`src/verilog/wwd_pkg.sv`:
```
// Shared constants and types for the window watchdog and reset sequencer
package wwd_pkg;

    // ==========================================================
    // Clock and timebase
    // ==========================================================
    localparam int CLK_PERIOD_NS = 10;
    // Oscillator periods per cycle tick
    localparam int TICK_DIV = 100;
    // Supply dip filter, typical figure
    localparam int REACTION_TIME_NS = 100000;
    localparam int REACTION_CYCLES = REACTION_TIME_NS / CLK_PERIOD_NS;

    // ==========================================================
    // Sequence lengths in cycle ticks
    // ==========================================================
    localparam int CNT_W = 7;
    localparam logic [6:0] PWRUP_TICKS = 7'h40;
    localparam logic [6:0] CLOSED_TICKS = 7'h20;
    localparam logic [6:0] OPEN_TICKS = 7'h20;
    localparam logic [6:0] FAULT_START_TICKS = 7'h40;
    localparam logic [6:0] FAULT_LEN_TICKS = 7'h40;

    // ==========================================================
    // Trigger decode and reset values
    // ==========================================================
    // Oldest sample in the high bit: high, high, low, low
    localparam logic [3:0] TRIG_PATTERN = 4'hC;
    localparam logic [2:0] TRIG_HIST_RST = 3'h0;
    localparam logic SEN_RST = 1'h0;
    localparam logic RESET_N_RST = 1'h0;

    // ==========================================================
    // Types
    // ==========================================================
    typedef enum logic [2:0] {
        ST_PWRUP,
        ST_CLOSED,
        ST_OPEN,
        ST_FAULT_WAIT,
        ST_FAULT_RST
    } wwd_state_t;

    typedef struct packed {
        logic pretrigger;
        logic missing;
        logic power_down;
    } wwd_event_t;

endpackage : wwd_pkg

```
`src/verilog/wwd_top.sv`:
```
// Window watchdog with power-on and power-down reset sequencer
`timescale 1ns/1ps
`default_nettype none
module wwd_top #(
    parameter int TICK_DIV = wwd_pkg::TICK_DIV,
    parameter int REACTION_CYCLES = wwd_pkg::REACTION_CYCLES
) (
    // Clock and reset
    input wire logic CORE_CLK,
    input wire logic RST_N,
    // Inputs from the system
    input wire logic TRIGGER_IN,
    input wire logic SUPPLY_LOW,
    // Reset output, open drain
    output logic RESET_OUT_N,
    output logic RESET_OUT_N_OE,
    // System enable output, open drain
    output logic SYSTEM_ENABLE_OUT,
    output logic SYSTEM_ENABLE_OUT_OE,
    // Event pulses
    output wwd_pkg::wwd_event_t FAULT_EVENTS
);

    localparam int RW = $clog2(REACTION_CYCLES + 1);

    if (REACTION_CYCLES < 1) begin : g_bad_rc
        $error("wwd_top: REACTION_CYCLES must be at least 1");
    end
    if (TICK_DIV < 4) begin : g_bad_div
        $error("wwd_top: TICK_DIV must be at least 4");
    end

    // ==========================================================
    // Cycle tick
    // ==========================================================
    logic tick;

    wwd_tick_div #(
        .DIV(TICK_DIV)
    ) i_wwd_tick_div (
        .clk(CORE_CLK),
        .rst_n(RST_N),
        .tick(tick)
    );

    // ==========================================================
    // Supply comparator synchroniser and dip filter
    // ==========================================================
    logic sup_meta_r;
    logic sup_low_r;
    logic [RW-1:0] dip_cnt_r;
    logic [RW-1:0] dip_cnt_nxt;
    logic supply_bad;

    always_ff @(posedge CORE_CLK or negedge RST_N) begin
        if (!RST_N) begin
            sup_meta_r <= 1'b1;
            sup_low_r <= 1'b1;
        end else begin
            sup_meta_r <= SUPPLY_LOW;
            sup_low_r <= sup_meta_r;
        end
    end

    always_comb begin
        if (!sup_low_r) begin
            dip_cnt_nxt = '0;
        end else if (dip_cnt_r == RW'(REACTION_CYCLES)) begin
            dip_cnt_nxt = dip_cnt_r;
        end else begin
            dip_cnt_nxt = dip_cnt_r + RW'(1);
        end
    end

    always_ff @(posedge CORE_CLK or negedge RST_N) begin
        if (!RST_N) begin
            dip_cnt_r <= '0;
        end else begin
            dip_cnt_r <= dip_cnt_nxt;
        end
    end

    // Only a dip that outlasts the reaction time counts
    assign supply_bad = (dip_cnt_r == RW'(REACTION_CYCLES));

    // ==========================================================
    // Trigger sampler
    // ==========================================================
    logic [2:0] hist_r;
    logic [2:0] hist_nxt;
    logic trig_valid;

    // Fourth sample is the current input, taken on the tick
    assign trig_valid = tick
        && ({hist_r, TRIGGER_IN} == wwd_pkg::TRIG_PATTERN);

    always_comb begin
        hist_nxt = hist_r;
        if (!RESET_OUT_N) begin
            hist_nxt = wwd_pkg::TRIG_HIST_RST;
        end else if (tick) begin
            hist_nxt = {hist_r[1:0], TRIGGER_IN};
        end
    end

    always_ff @(posedge CORE_CLK or negedge RST_N) begin
        if (!RST_N) begin
            hist_r <= wwd_pkg::TRIG_HIST_RST;
        end else begin
            hist_r <= hist_nxt;
        end
    end

    // ==========================================================
    // Window and reset sequencer
    // ==========================================================
    wwd_pkg::wwd_state_t state_r;
    wwd_pkg::wwd_state_t state_nxt;
    logic [wwd_pkg::CNT_W-1:0] cnt_r;
    logic [wwd_pkg::CNT_W-1:0] cnt_nxt;
    logic [wwd_pkg::CNT_W-1:0] cnt_inc;
    logic reset_n_r;
    logic reset_n_nxt;
    logic sen_r;
    logic sen_nxt;
    wwd_pkg::wwd_event_t ev_r;
    wwd_pkg::wwd_event_t ev_nxt;

    assign cnt_inc = cnt_r + wwd_pkg::CNT_W'(1);

    always_comb begin
        state_nxt = state_r;
        cnt_nxt = cnt_r;
        reset_n_nxt = reset_n_r;
        sen_nxt = sen_r;
        ev_nxt = '0;
        if (supply_bad) begin
            state_nxt = wwd_pkg::ST_PWRUP;
            cnt_nxt = '0;
            reset_n_nxt = 1'b0;
            sen_nxt = 1'b0;
            ev_nxt.power_down = (state_r != wwd_pkg::ST_PWRUP);
        end else begin
            unique case (state_r)
                wwd_pkg::ST_PWRUP: begin
                    if (tick) begin
                        cnt_nxt = cnt_inc;
                        if (cnt_inc == wwd_pkg::PWRUP_TICKS) begin
                            state_nxt = wwd_pkg::ST_CLOSED;
                            cnt_nxt = '0;
                            reset_n_nxt = 1'b1;
                        end
                    end
                end
                wwd_pkg::ST_CLOSED: begin
                    if (trig_valid) begin
                        state_nxt = wwd_pkg::ST_FAULT_WAIT;
                        cnt_nxt = cnt_inc;
                        sen_nxt = 1'b0;
                        ev_nxt.pretrigger = 1'b1;
                    end else if (tick) begin
                        cnt_nxt = cnt_inc;
                        if (cnt_inc == wwd_pkg::CLOSED_TICKS) begin
                            state_nxt = wwd_pkg::ST_OPEN;
                        end
                    end
                end
                wwd_pkg::ST_OPEN: begin
                    if (trig_valid) begin
                        // Last low sample inside the open window is good
                        state_nxt = wwd_pkg::ST_CLOSED;
                        cnt_nxt = '0;
                        sen_nxt = 1'b1;
                    end else if (tick) begin
                        cnt_nxt = cnt_inc;
                        if (cnt_inc == wwd_pkg::CLOSED_TICKS
                                + wwd_pkg::OPEN_TICKS) begin
                            // Window start plus 64 ticks: reset now
                            state_nxt = wwd_pkg::ST_FAULT_RST;
                            cnt_nxt = '0;
                            reset_n_nxt = 1'b0;
                            sen_nxt = 1'b0;
                            ev_nxt.missing = 1'b1;
                        end
                    end
                end
                wwd_pkg::ST_FAULT_WAIT: begin
                    if (tick) begin
                        cnt_nxt = cnt_inc;
                        if (cnt_inc == wwd_pkg::FAULT_START_TICKS) begin
                            state_nxt = wwd_pkg::ST_FAULT_RST;
                            cnt_nxt = '0;
                            reset_n_nxt = 1'b0;
                        end
                    end
                end
                wwd_pkg::ST_FAULT_RST: begin
                    if (tick) begin
                        cnt_nxt = cnt_inc;
                        if (cnt_inc == wwd_pkg::FAULT_LEN_TICKS) begin
                            state_nxt = wwd_pkg::ST_CLOSED;
                            cnt_nxt = '0;
                            reset_n_nxt = 1'b1;
                        end
                    end
                end
                default: begin
                    state_nxt = wwd_pkg::ST_PWRUP;
                    cnt_nxt = '0;
                    reset_n_nxt = 1'b0;
                    sen_nxt = 1'b0;
                end
            endcase
        end
    end

    always_ff @(posedge CORE_CLK or negedge RST_N) begin
        if (!RST_N) begin
            state_r <= wwd_pkg::ST_PWRUP;
            cnt_r <= '0;
            reset_n_r <= wwd_pkg::RESET_N_RST;
            sen_r <= wwd_pkg::SEN_RST;
            ev_r <= '0;
        end else begin
            state_r <= state_nxt;
            cnt_r <= cnt_nxt;
            reset_n_r <= reset_n_nxt;
            sen_r <= sen_nxt;
            ev_r <= ev_nxt;
        end
    end

    // ==========================================================
    // Outputs
    // ==========================================================
    assign RESET_OUT_N = reset_n_r;
    assign RESET_OUT_N_OE = !reset_n_r;
    assign SYSTEM_ENABLE_OUT = sen_r;
    assign SYSTEM_ENABLE_OUT_OE = !sen_r;
    assign FAULT_EVENTS = ev_r;

    // Ticks seen while reset is held low
    logic [wwd_pkg::CNT_W:0] low_ticks_r;

    always_ff @(posedge CORE_CLK or negedge RST_N) begin
        if (!RST_N) begin
            low_ticks_r <= '0;
        end else if (reset_n_r || supply_bad) begin
            low_ticks_r <= '0;
        end else if (tick) begin
            low_ticks_r <= low_ticks_r + (wwd_pkg::CNT_W+1)'(1);
        end
    end
endmodule : wwd_top
`default_nettype wire

```
`src/verilog/wwd_tick_div.sv`:
```
// Cycle tick generator: one pulse every DIV clocks
`timescale 1ns/1ps
`default_nettype none
module wwd_tick_div #(
    parameter int DIV = wwd_pkg::TICK_DIV
) (
    // Clock and reset
    input wire logic clk,
    input wire logic rst_n,
    // Tick
    output logic tick
);

    localparam int W = $clog2(DIV);

    if (DIV < 2) begin : g_bad_div
        $error("wwd_tick_div: DIV must be at least 2");
    end

    // ==========================================================
    // Divider
    // ==========================================================
    logic [W-1:0] div_r;
    logic [W-1:0] div_nxt;

    always_comb begin
        if (div_r == W'(DIV - 1)) begin
            div_nxt = '0;
        end else begin
            div_nxt = div_r + W'(1);
        end
    end

    always_ff @(posedge clk or negedge rst_n) begin
        if (!rst_n) begin
            div_r <= '0;
        end else begin
            div_r <= div_nxt;
        end
    end

    assign tick = (div_r == W'(DIV - 1));

    // ==========================================================
    // Checks
    // ==========================================================
    logic [W:0] gap_r;
    logic seen_r;

    always_ff @(posedge clk or negedge rst_n) begin
        if (!rst_n) begin
            gap_r <= '0;
            seen_r <= 1'b0;
        end else begin
            gap_r <= tick ? '0 : gap_r + (W+1)'(1);
            seen_r <= seen_r | tick;
        end
    end
endmodule : wwd_tick_div
`default_nettype wire

```
`config.mk`:
```
export PLATFORM = sky130hd
export DESIGN_NAME = wwd_top
export DESIGN_NICKNAME = d
export VERILOG_FILES = /design/src/verilog/wwd_pkg.sv /design/src/verilog/wwd_top.sv /design/src/verilog/wwd_tick_div.sv
export SDC_FILE = /design/constraint.sdc
export NUM_CORES = 1
export LEC_CHECK = 0
export BUFFER_PORTS_ARGS = -buffer_cell sky130_fd_sc_hd__buf_4
export CORE_MARGIN = 4
export CORE_UTILIZATION = 25
export DETAILED_ROUTE_END_ITERATION = 16
export SLEW_MARGIN = 40
export SYNTH_ARGS = -nofsm -noshare
export SYNTH_HDL_FRONTEND = slang
export SYNTH_SLANG_ARGS = --single-unit
export TNS_END_PERCENT = 20
```
`constraint.sdc`:
```
create_clock -name CORE_CLK -period 5.7 [get_ports CORE_CLK]
set_input_delay 0.57 -clock CORE_CLK [delete_from_list [all_inputs] [get_ports CORE_CLK]]
set_output_delay 0.57 -clock CORE_CLK [all_outputs]
set_load 0.02 [all_outputs]
```
=== Yosys cells after proc, flatten, opt, wreduce, memory -nomap -nowiden ===
Index checks and enable logic that the tools add are counted.

* Output and inout bits: 7
* Word-level logic and storage cells: 89
* Flip-flop bits (word level): 41

* Reduce and logical (&&, ||, !) cells: 10
* Mux-type cells: 43
* Add/subtract/negate cells: 3
* Eq/ne operators: 21

{| class="wikitable"
|+ Operators with widths
! kind !! number
|-
| 2-to-1 mux 7 bit || 7
|-
| 2-to-1 mux 3 bit || 11
|-
| 2-to-1 mux 14 bit || 2
|-
| case mux 7 bit (3 select lines) || 1
|-
| 2-to-1 mux 1 bit || 18
|-
| inequality test 4 bit, second input constant || 4
|-
| adder 14 x 1 -> 14 bit, second input constant || 1
|-
| adder 7 x 1 -> 7 bit, second input constant || 2
|-
| == test 14 bit, second input constant || 1
|-
| == test 7 bit, second input constant || 2
|-
| case mux 3 bit (4 select lines) || 1
|-
| AND reduction 4 bit || 3
|-
| == test 7 x 6 -> 1 bit, second input constant || 1
|-
| == test 3 x 2 -> 1 bit, second input constant || 2
|-
| inequality test 2 bit, second input constant || 3
|-
| inequality test 3 x 1 -> 1 bit, second input constant || 2
|-
| inequality test 3 bit, second input constant || 2
|-
| == test 4 bit, second input constant || 1
|-
| case mux 1 bit (4 select lines) || 1
|-
| == test 3 x 1 -> 1 bit, second input constant || 1
|-
| == test 3 bit, second input constant || 1
|-
| logical NOT 3 bit || 1
|-
| case mux 1 bit (3 select lines) || 1
|-
| nonzero test 3 bit || 1
|-
| 6 further kinds || 7
|}

=== Longest topological paths before layout ===
Gate-level depths: netlist of the first run.

* Depth in word-level cells: 7
* Depth in mapped cells: 8
* Gate-level depth less buffers: 8

=== Hierarchy ===
From an unflattened synthesis of the first run, not the netlist that was laid out.

* Cells, all modules: 241
* Area, all modules: 2304.7 µm²

{| class="wikitable"
|+ By module, submodules not included
! module !! instances !! cells an instance !! seq. area each (µm²) !! area each (µm²)
|-
| wwd_top || 1 || 212 || 853.3 || 1959.4
|-
| wwd_tick_div || 1 || 29 || 175.2 || 345.3
|}

=== Least setup slack after synthesis of the first run ===
OpenSTA, ideal clock, no wires.

* Path kind: reg-to-reg
* Start: register dip_cnt_r[3]
* End: register cnt_r[6] (netlist name)
* Library setup time: 0.126 ns
* Data required time: 5.574 ns
* Slack: 3.820 ns
* Cell stages (with the launch flop): 5
* Arrival time: 1.754 ns
* Buffers on the path: 0
* Cells stage by stage: dfrtp_1 > or4_4 > nor4_4 > a211oi_1 > a221o_1

* Word-level cells in the longest chain between the ends: 2

{| class="wikitable"
|+ RTL lines
! element !! RTL line !! source
|-
| start: declaration || wwd_top.sv:51 || <nowiki>logic [RW-1:0] dip_cnt_r;</nowiki>
|-
| start signal: assignment || wwd_top.sv:79 || <nowiki>dip_cnt_r <= dip_cnt_nxt;</nowiki>
|-
| == test 14 bit * || wwd_top.sv:84 || <nowiki>assign supply_bad = (dip_cnt_r == RW'(REACTION_CYCLES));</nowiki>
|-
| inequality test 4 bit (no source line) / 2-to-1 mux 7 bit (equally long branches) || n/a ||
|-
| end signal: assignment || wwd_top.sv:226 || <nowiki>cnt_r <= cnt_nxt;</nowiki>
|-
| end: declaration || wwd_top.sv:119 || <nowiki>logic [wwd_pkg::CNT_W-1:0] cnt_r;</nowiki>
|}

Every way passes the cells marked *; elsewhere a longest branch is shown, timed or not.
A chain may end at the register's enable or synchronous reset.

=== Final worst setup path of the first run ===
* Start: register i_wwd_tick_div.div_r[0]
* End: register cnt_r[6] (netlist name)

* Word-level cells in the longest chain between the ends: 5

{| class="wikitable"
|+ RTL lines
! element !! RTL line !! source
|-
| start: declaration || wwd_tick_div.sv:23 || <nowiki>logic [W-1:0] div_r;</nowiki>
|-
| start signal: assignment || wwd_tick_div.sv:38 || <nowiki>div_r <= div_nxt;</nowiki>
|-
| == test 7 bit * || wwd_tick_div.sv:42 || <nowiki>assign tick = (div_r == W'(DIV - 1));</nowiki>
|-
| 2-to-1 mux 7 bit / logical AND 1 bit (equally long branches) || n/a ||
|-
| 2-to-1 mux 7 bit, on equally long branches || wwd_top.sv:169, wwd_top.sv:156 ||
|-
| case mux 7 bit (3 select lines) || wwd_top.sv:144 || <nowiki>unique case (state_r)</nowiki>
|-
| 2-to-1 mux 7 bit || wwd_top.sv:137 || <nowiki>if (supply_bad) begin</nowiki>
|}

Marks and branches as above.

==> qor.csv, run 1 <==
metric;value;unit
htreeDepth;2;
cp.buffers_inverters;0;
critPathMaxFanout;17;
yosys_warnings;0;
worst_slew_pin_slew;0.657;ns
period_share;0.417;
die_x;102;µm
ys_ff_latch;41;
holdCritPathClass;in2async;
diodes;0;
fillCellCount;865;
row_count;33;
power.density;222;nW/µm²
coreArea;8380;µm²
arrival;2.56;ns
die_height;102;µm
cts_buffer_depth;2;
syn_area;2200;µm²
setup.worst_path.class;reg2reg;
grt_max_degree;42;
initial_core_util;0.262;
clock_latency;0.29;ns
vias_per_cell;4.89;
finClkSkew;0.0128;ns
ys.flop_type;dfrtp_1;
firstDrtPassIters;4;
antenna_found_initial;0;
rsz0062_at_grt;no;
relSlewSlack;0.560;
multi_input_area;1100;µm²
num-nets-final;246;
initialDrtViolationCount;86;
dieArea;10400;µm²
rrSetupSlack;3.32;ns
grt_pass1_vias;1580;
final_cells;344;
synth.distinct_cells;50;
crit_path_end_kind;register;
p_leak;1.07;nW
gp_congestion;0.900;
post_drt_wl_per_cell;12.5;µm
cts_tree;built;
cts_sinks;41;
slew_viol_final;0;
clk_pin_slew;0.09;ns
fmax;420;MHz
cts_root_buf;clkbuf_8;
hold_viol_final;0;
grt_overflow;0;
dp_hpwl;2.83;mm
vias;1681;
drc_errors;0;
postLayoutCoreUtil;0.297;
slowest_stage;and4_1;
path_cells;ha_1 > and4_1 > o211ai_2 > a21oi_1 > a21oi_1 > a221o_1;
dpl.cell_count;335;
power;552;µW
setup_violations;0;
synth_edf_count;0;
cts_setup_buffers;0;
status;complete, no violations;
syn_nets;236;
critical-path-top-delay-family;compound AO/OA/AOI/OAI gates;
seqCellArea;1030;µm²
portBuffers;10;
area_growth;13.2;%
cp_common_cell;a21oi_1;
async_reset_ff_frac;1.00;
cts_resized;0;
ys_seq_area_frac;0.468;
grt_pass1_wl;7.68;mm
layout_min_cycle_time;2.38;ns
grt.total_usage;0.0911;
drive_gt1_frac;0.130;
synth.avg_cell_area;9.65;µm²
io_pins;11;
cp-start-kind;register;
max_stage_delay;0.60;ns
cts_hold_buf;0;
peakVddDrop;142;µV
fin_tns_setup;0;ns
antenna_left;0;
drt-total-wl;4.29;mm
synth_cells;228;
cts-buffers-inserted;5;
timing.max_cap.violations;0;
crit_required;5.88;ns
-- per-layer routing --
| metal | wire (µm) | part of all wire | vias to the layer above | track usage |
|---|---|---|---|---|
| met2 | 1930 | 0.45 | 40 | 0.142 |
| met4 | 0 | 0 | 0 | 0.0184 |
| met5 | 0 | 0 | - | 0 |
| met1 | 2160 | 0.50 | 806 | 0.127 |
| li1 | - | - | 835 | - |
| met3 | 204 | 0.048 | 0 | 0.0248 |
-- cells in the final DEF (no fill, tap or decap), types with 4 or more instances in the layout --
master     n
xnor2_1   11
and3_1     6
nor3_1     6
buf_4     11
inv_1      8
xor2_1     5
dfrtp_1   39
a21oi_1   12
clkbuf_8   5
ha_1       4
nand3_1   14
nor2_1    17
and2_1    14
o21ai_0   10
nand2_1   17
-- state kept, by name, indices dropped and copies added (netlist names) --
| register | count |
|---|---|
| FAULT_EVENTS | 3 |
| RESET_OUT_N | 1 |
| SYSTEM_ENABLE_OUT | 1 |
| cnt_r | 7 |
| dip_cnt_r | 14 |
| hist_r | 3 |
| i_wwd_tick_div.div_r | 7 |
| state_r | 3 |
| sup_low_r | 1 |
| sup_meta_r | 1 |
-- cell type report --
cell class,count,share of cell area
inverters,8,0.0121
repair buffers,11,0.0332
flip-flops and latches,41,0.413
clock inverters,3,0.0176
clock buffers,5,0.0276
well taps,105,0.0528
multi-input cells,171,0.444
-- logic make-up (layout without fill, tap and decap cells) --
| group | count (synthesis) | after routing | synth area share |
|---|---|---|---|
| XOR/XNOR | 16 | 16 | 0.0637 |
| adder cells (fa/ha/maj) | 4 | 4 | 0.0228 |
| flip-flops | 41 | 41 | 0.468 |
| AO/OA/AOI/OAI | 50 | 50 | 0.155 |
| multiplexers | 1 | 1 | 0.00455 |
| buffers and inverters | 16 | 27 | 0.0302 |
| AND/OR/NAND/NOR | 100 | 100 | 0.257 |
-- metrics by stage --
| step | hold slack, ns | area [µm²] | setup WS (ns) |
|---|---|---|---|
| final | 0.243 | 2490 | 3.32 |
| after global routing | 0.283 | 2490 | 3.08 |
| after CTS | 0.273 | 2480 | 3.18 |
| after detailed placement | 0.347 | 2370 | 3.22 |
| after global placement | 0.345 | 2370 | 3.26 |
| after floorplan | 0.274 | 2200 | 3.82 |
-- synth_stat cells (3+ instances only) --
cell      count  area share
and2_1       14       0.040
nor2b_1       3      0.0085
nor3_1        6       0.014
ha_1          4       0.023
nand4_1       3      0.0085
dfrtp_1      39        0.44
and3_1        6       0.017
clkbuf_1      5      0.0085
a31oi_1       3      0.0085
a21oi_1      12       0.027
nand2b_1      3      0.0085
nand2_1      17       0.029
nand3_1      14       0.032
xnor2_1      11       0.044
nor2_1       17       0.029
o21ai_0      10       0.023
a21boi_0      3       0.010
xor2_1        5       0.020
inv_1         8       0.014
or3_1         3      0.0085
-- path summary, 6_finish.rpt --
| path | depth (start not counted) | to | startpoint |
|---|---|---|---|
| worst max-delay path | 6 | cnt_r[6] | i_wwd_tick_div.div_r[0] |
| worst min-delay path | 1 | cnt_r[4] | RST_N |
| worst max register to register | 6 | cnt_r[6] | i_wwd_tick_div.div_r[0] |
| worst min register to register | 0 | sup_low_r | sup_meta_r |
| max in group asynchronous | 1 | sup_low_r | RST_N |
| min in group CORE_CLK | 0 | sup_low_r | sup_meta_r |
-- where the power goes --
part           total (mW)  switching, mW  leakage, nW  internal [mW]
clock network       0.241          0.110       0.0585          0.131
logic              0.0135        0.00838        0.463        0.00514
registers           0.297        0.00364        0.549          0.294
total               0.552          0.122         1.07          0.430
No activity file was read; power rests on OpenSTA's default activity.
==> inputs of run 2 (changes only) <==
--- a/config.mk
+++ b/config.mk
@@ -5,6 +5,7 @@
 export SDC_FILE = /design/constraint.sdc
 export NUM_CORES = 1
 export LEC_CHECK = 0
+export ABC_AREA = 1
 export BUFFER_PORTS_ARGS = -buffer_cell sky130_fd_sc_hd__buf_4
 export CORE_MARGIN = 4
 export CORE_UTILIZATION = 25
==> constraint.sdc (replaced) <==
create_clock -name CORE_CLK -period 2.2 [get_ports CORE_CLK]
set_input_delay 0.22 -clock CORE_CLK [delete_from_list [all_inputs] [get_ports CORE_CLK]]
set_output_delay 0.22 -clock CORE_CLK [all_outputs]
set_load 0.02 [all_outputs]
==> run 2 against run 1 <==
Sequential power grew to 2.6 times the previous value. Combinational power increased to 3.1 times the previous value. Final cell count up 34%. Routed wire length rose by 12%. Via count grew 19%. Setup slack worse by 3.0 ns. Register-to-register slack got worse by 3.0 ns. Critical path depth grew 6. Utilization shrank 0.31 points. Final area up 11%. Area after synthesis grew 11%. First-iteration DRC count is 1.2% lower. Largest power group unchanged.
==> qor.csv, run 2 <==
metric;value;unit
io_pins;11;
dpl_cell_area;2660;µm²
clock_latency;0.30;ns
min_to;sup_meta_r;
post_drt_wl_per_cell;10.4;µm
row_count;35;
peakVddDrop;182;µV
slowest_stage;dfrtp_1;
cts_buffer_depth;2;
path_cells;inv_1 > ha_1 > inv_1 > nor2_1 > nand3b_4 > nor2_4 > nor2_2 > nand2_2 > nand2_2 > inv_2 > nand2_1 > o21ai_2;
p_leak;1.29;nW
ys_ff_latch;41;
grt_overflow;0;
yosys_warnings;0;
holdCritStartpoint;SUPPLY_LOW;
timing.max_cap.violations;0;
syn_area;2430;µm²
gp_congestion;0.886;
cts-buffers-inserted;5;
slew_viol_final;0;
setup.worst_path.class;reg2reg;
synth_top_cell_area_share;0.401;
dieArea;11400;µm²
power;1.31;mW
antenna_left;0;
clk_pin_slew;0.08;ns
grt_pass1_wl;8.62;mm
antenna_found_initial;0;
reg2reg_from;dip_cnt_r[0];
cts_setup_buffers;0;
yosys.area.top_type;dfrtp_1;
synth_fa_ha_area_frac;0.0206;
cp.buffers_inverters;3;
vias;2006;
synthTopCellsByArea;dfrtp_1, nand2_1, nor2_1;
grt_pass1_vias;1914;
vias_per_cell;4.34;
hold_depth;1;
synth_top_family_by_area;simple AND/OR/NAND/NOR gates;
dp_hpwl;3.62;mm
regMostFlops;dip_cnt_r;
status;complete, no violations;
synth_cells;317;
diodes;0;
async_reset_ff_frac;1.00;
fillCellCount;1027;
final_common_cell;nand2_1;
cts_tree;built;
period_share;0.833;
rrSetupSlack;0.37;ns
finClkSkew;0.00528;ns
synth_edf_count;0;
relSlewSlack;0.663;
die_height;107;µm
crit_path_end_kind;register;
yosys-mux-area-fraction;0;
die_x;107;µm
portBuffers;10;
grt_max_degree;42;
area_growth;13.3;%
htreeDepth;2;
hold_ws;0.0275;ns
grt.total_usage;0.0923;
cp-start-kind;register;
fin_tns_setup;0;ns
num-nets-final;341;
fmax;546;MHz
critical-path-top-delay-family;simple AND/OR/NAND/NOR gates;
synthTopCellsByCount;nand2_1, dfrtp_1, nor2_1;
drive_gt1_frac;0.186;
cts_root_buf;clkbuf_8;
initial_core_util;0.259;
power.density;476;nW/µm²
largest_reg_flops;14;
critPathMaxFanout;6;
finalInstanceArea;2760;µm²
initialDrtViolationCount;85;
r2r_end;cnt_r[4];
synth.distinct_cells;36;
max_stage_delay;0.40;ns
top_regs;dip_cnt_r (14), cnt_r (7), i_wwd_tick_div.div_r (7);
yosys.cell_count.top_type;nand2_1;
setup_violations;0;
ys_seq_area_frac;0.423;
worst_slew_pin_slew;0.505;ns
holdCritPathClass;in2reg;
hold_viol_final;0;
syn_nets;325;
synth-compound-area-share;0.0983;
coreArea;9370;µm²
rsz0062_at_grt;no;
arrival;2.06;ns
drc_errors;0;
synth.avg_cell_area;7.67;µm²
layout_min_cycle_time;1.83;ns
crit_required;2.43;ns
synth-simple-area-share;0.376;
cts_sinks;41;
synth-xor-area-share;0.0108;
ys.flop_type;dfrtp_1;
ff2ff_path_depth;12;
layout.cells.most_common_list;nand2_1, dfrtp_1, nor2_1, inv_1, nand3_1;
firstDrtPassIters;4;
drt-total-wl;4.79;mm
[run 2: cell types whose count changed after synthesis, moves of 10 or more]
| cell | change |
|---|---|
| xnor2_1 | -11 |
| nand2_2 | +10 |
| nor2_1 | +17 |
| nand2_1 | +60 |
| nand3_1 | +10 |
| inv_1 | +25 |
| and2_1 | -14 |
[run 2: worst max-delay path by stage]
| stage | start | to | slack [ns] | cells after the start |
|---|---|---|---|---|
| after CTS | dip_cnt_r[0] | cnt_r[4] | 0.36 | 12 |
| after global routing | cnt_r[0] | cnt_r[0] | 0.15 | 11 |
| after detailed placement | dip_cnt_r[0] | cnt_r[4] | 0.38 | 12 |
| after floorplan | cnt_r[0] | RESET_OUT_N | 0.60 | 11 |
| after global placement | dip_cnt_r[0] | cnt_r[4] | 0.39 | 12 |
| final | dip_cnt_r[0] | cnt_r[4] | 0.37 | 12 |
[run 2: per-layer routing]
metal,up-vias,routed length [µm],GRT usage
li1,1049,-,-
met1,924,2390,0.119
met2,27,2170,0.151
met3,6,189,0.0295
met4,0,48,0.0219
met5,-,0,0
[run 2: kinds of logic after synthesis]
logic type | Yosys count
buf+inv | 45
xor+xnor | 3
simple gates | 182
flops | 41
fa+ha+maj | 4
compound gates | 42
[run 2: stage by stage]
| step | setup slack [ns] | cells | util |
|---|---|---|---|
| 5_1_grt | 0.147 | 462 | 0.294 |
| 3_5_place_dp | 0.384 | 454 | 0.284 |
| 3_3_place_gp | 0.385 | 454 | 0.284 |
| 2_1_floorplan | 0.595 | 317 | - |
| 6_report | 0.368 | 462 | 0.294 |
| 4_1_cts | 0.355 | 462 | 0.294 |
[run 2: report_power, final]
part	internal (mW)	total [mW]	switching, mW
Combinational	0.0127	0.0419	0.0292
Sequential	0.761	0.768	0.00722
Clock	0.249	0.502	0.253
Total	1.02	1.31	0.289
[run 2: repair_timing]
item                       in CTS  in global routing
hold buffers                    1                  0
hold endpoints to repair       39                  0
setup endpoints to repair       0                  0
gates resized for setup         0                  0
[run 2: layout make-up]
cell class              instances  area [µm²]  share of cell area
multi-input cells             231        1230               0.446
repair buffers                 11        85.1              0.0309
well taps                     129         161              0.0586
flip-flops and latches         41        1030               0.373
clock buffers                   7        86.3              0.0313
inverters                      43         164              0.0595
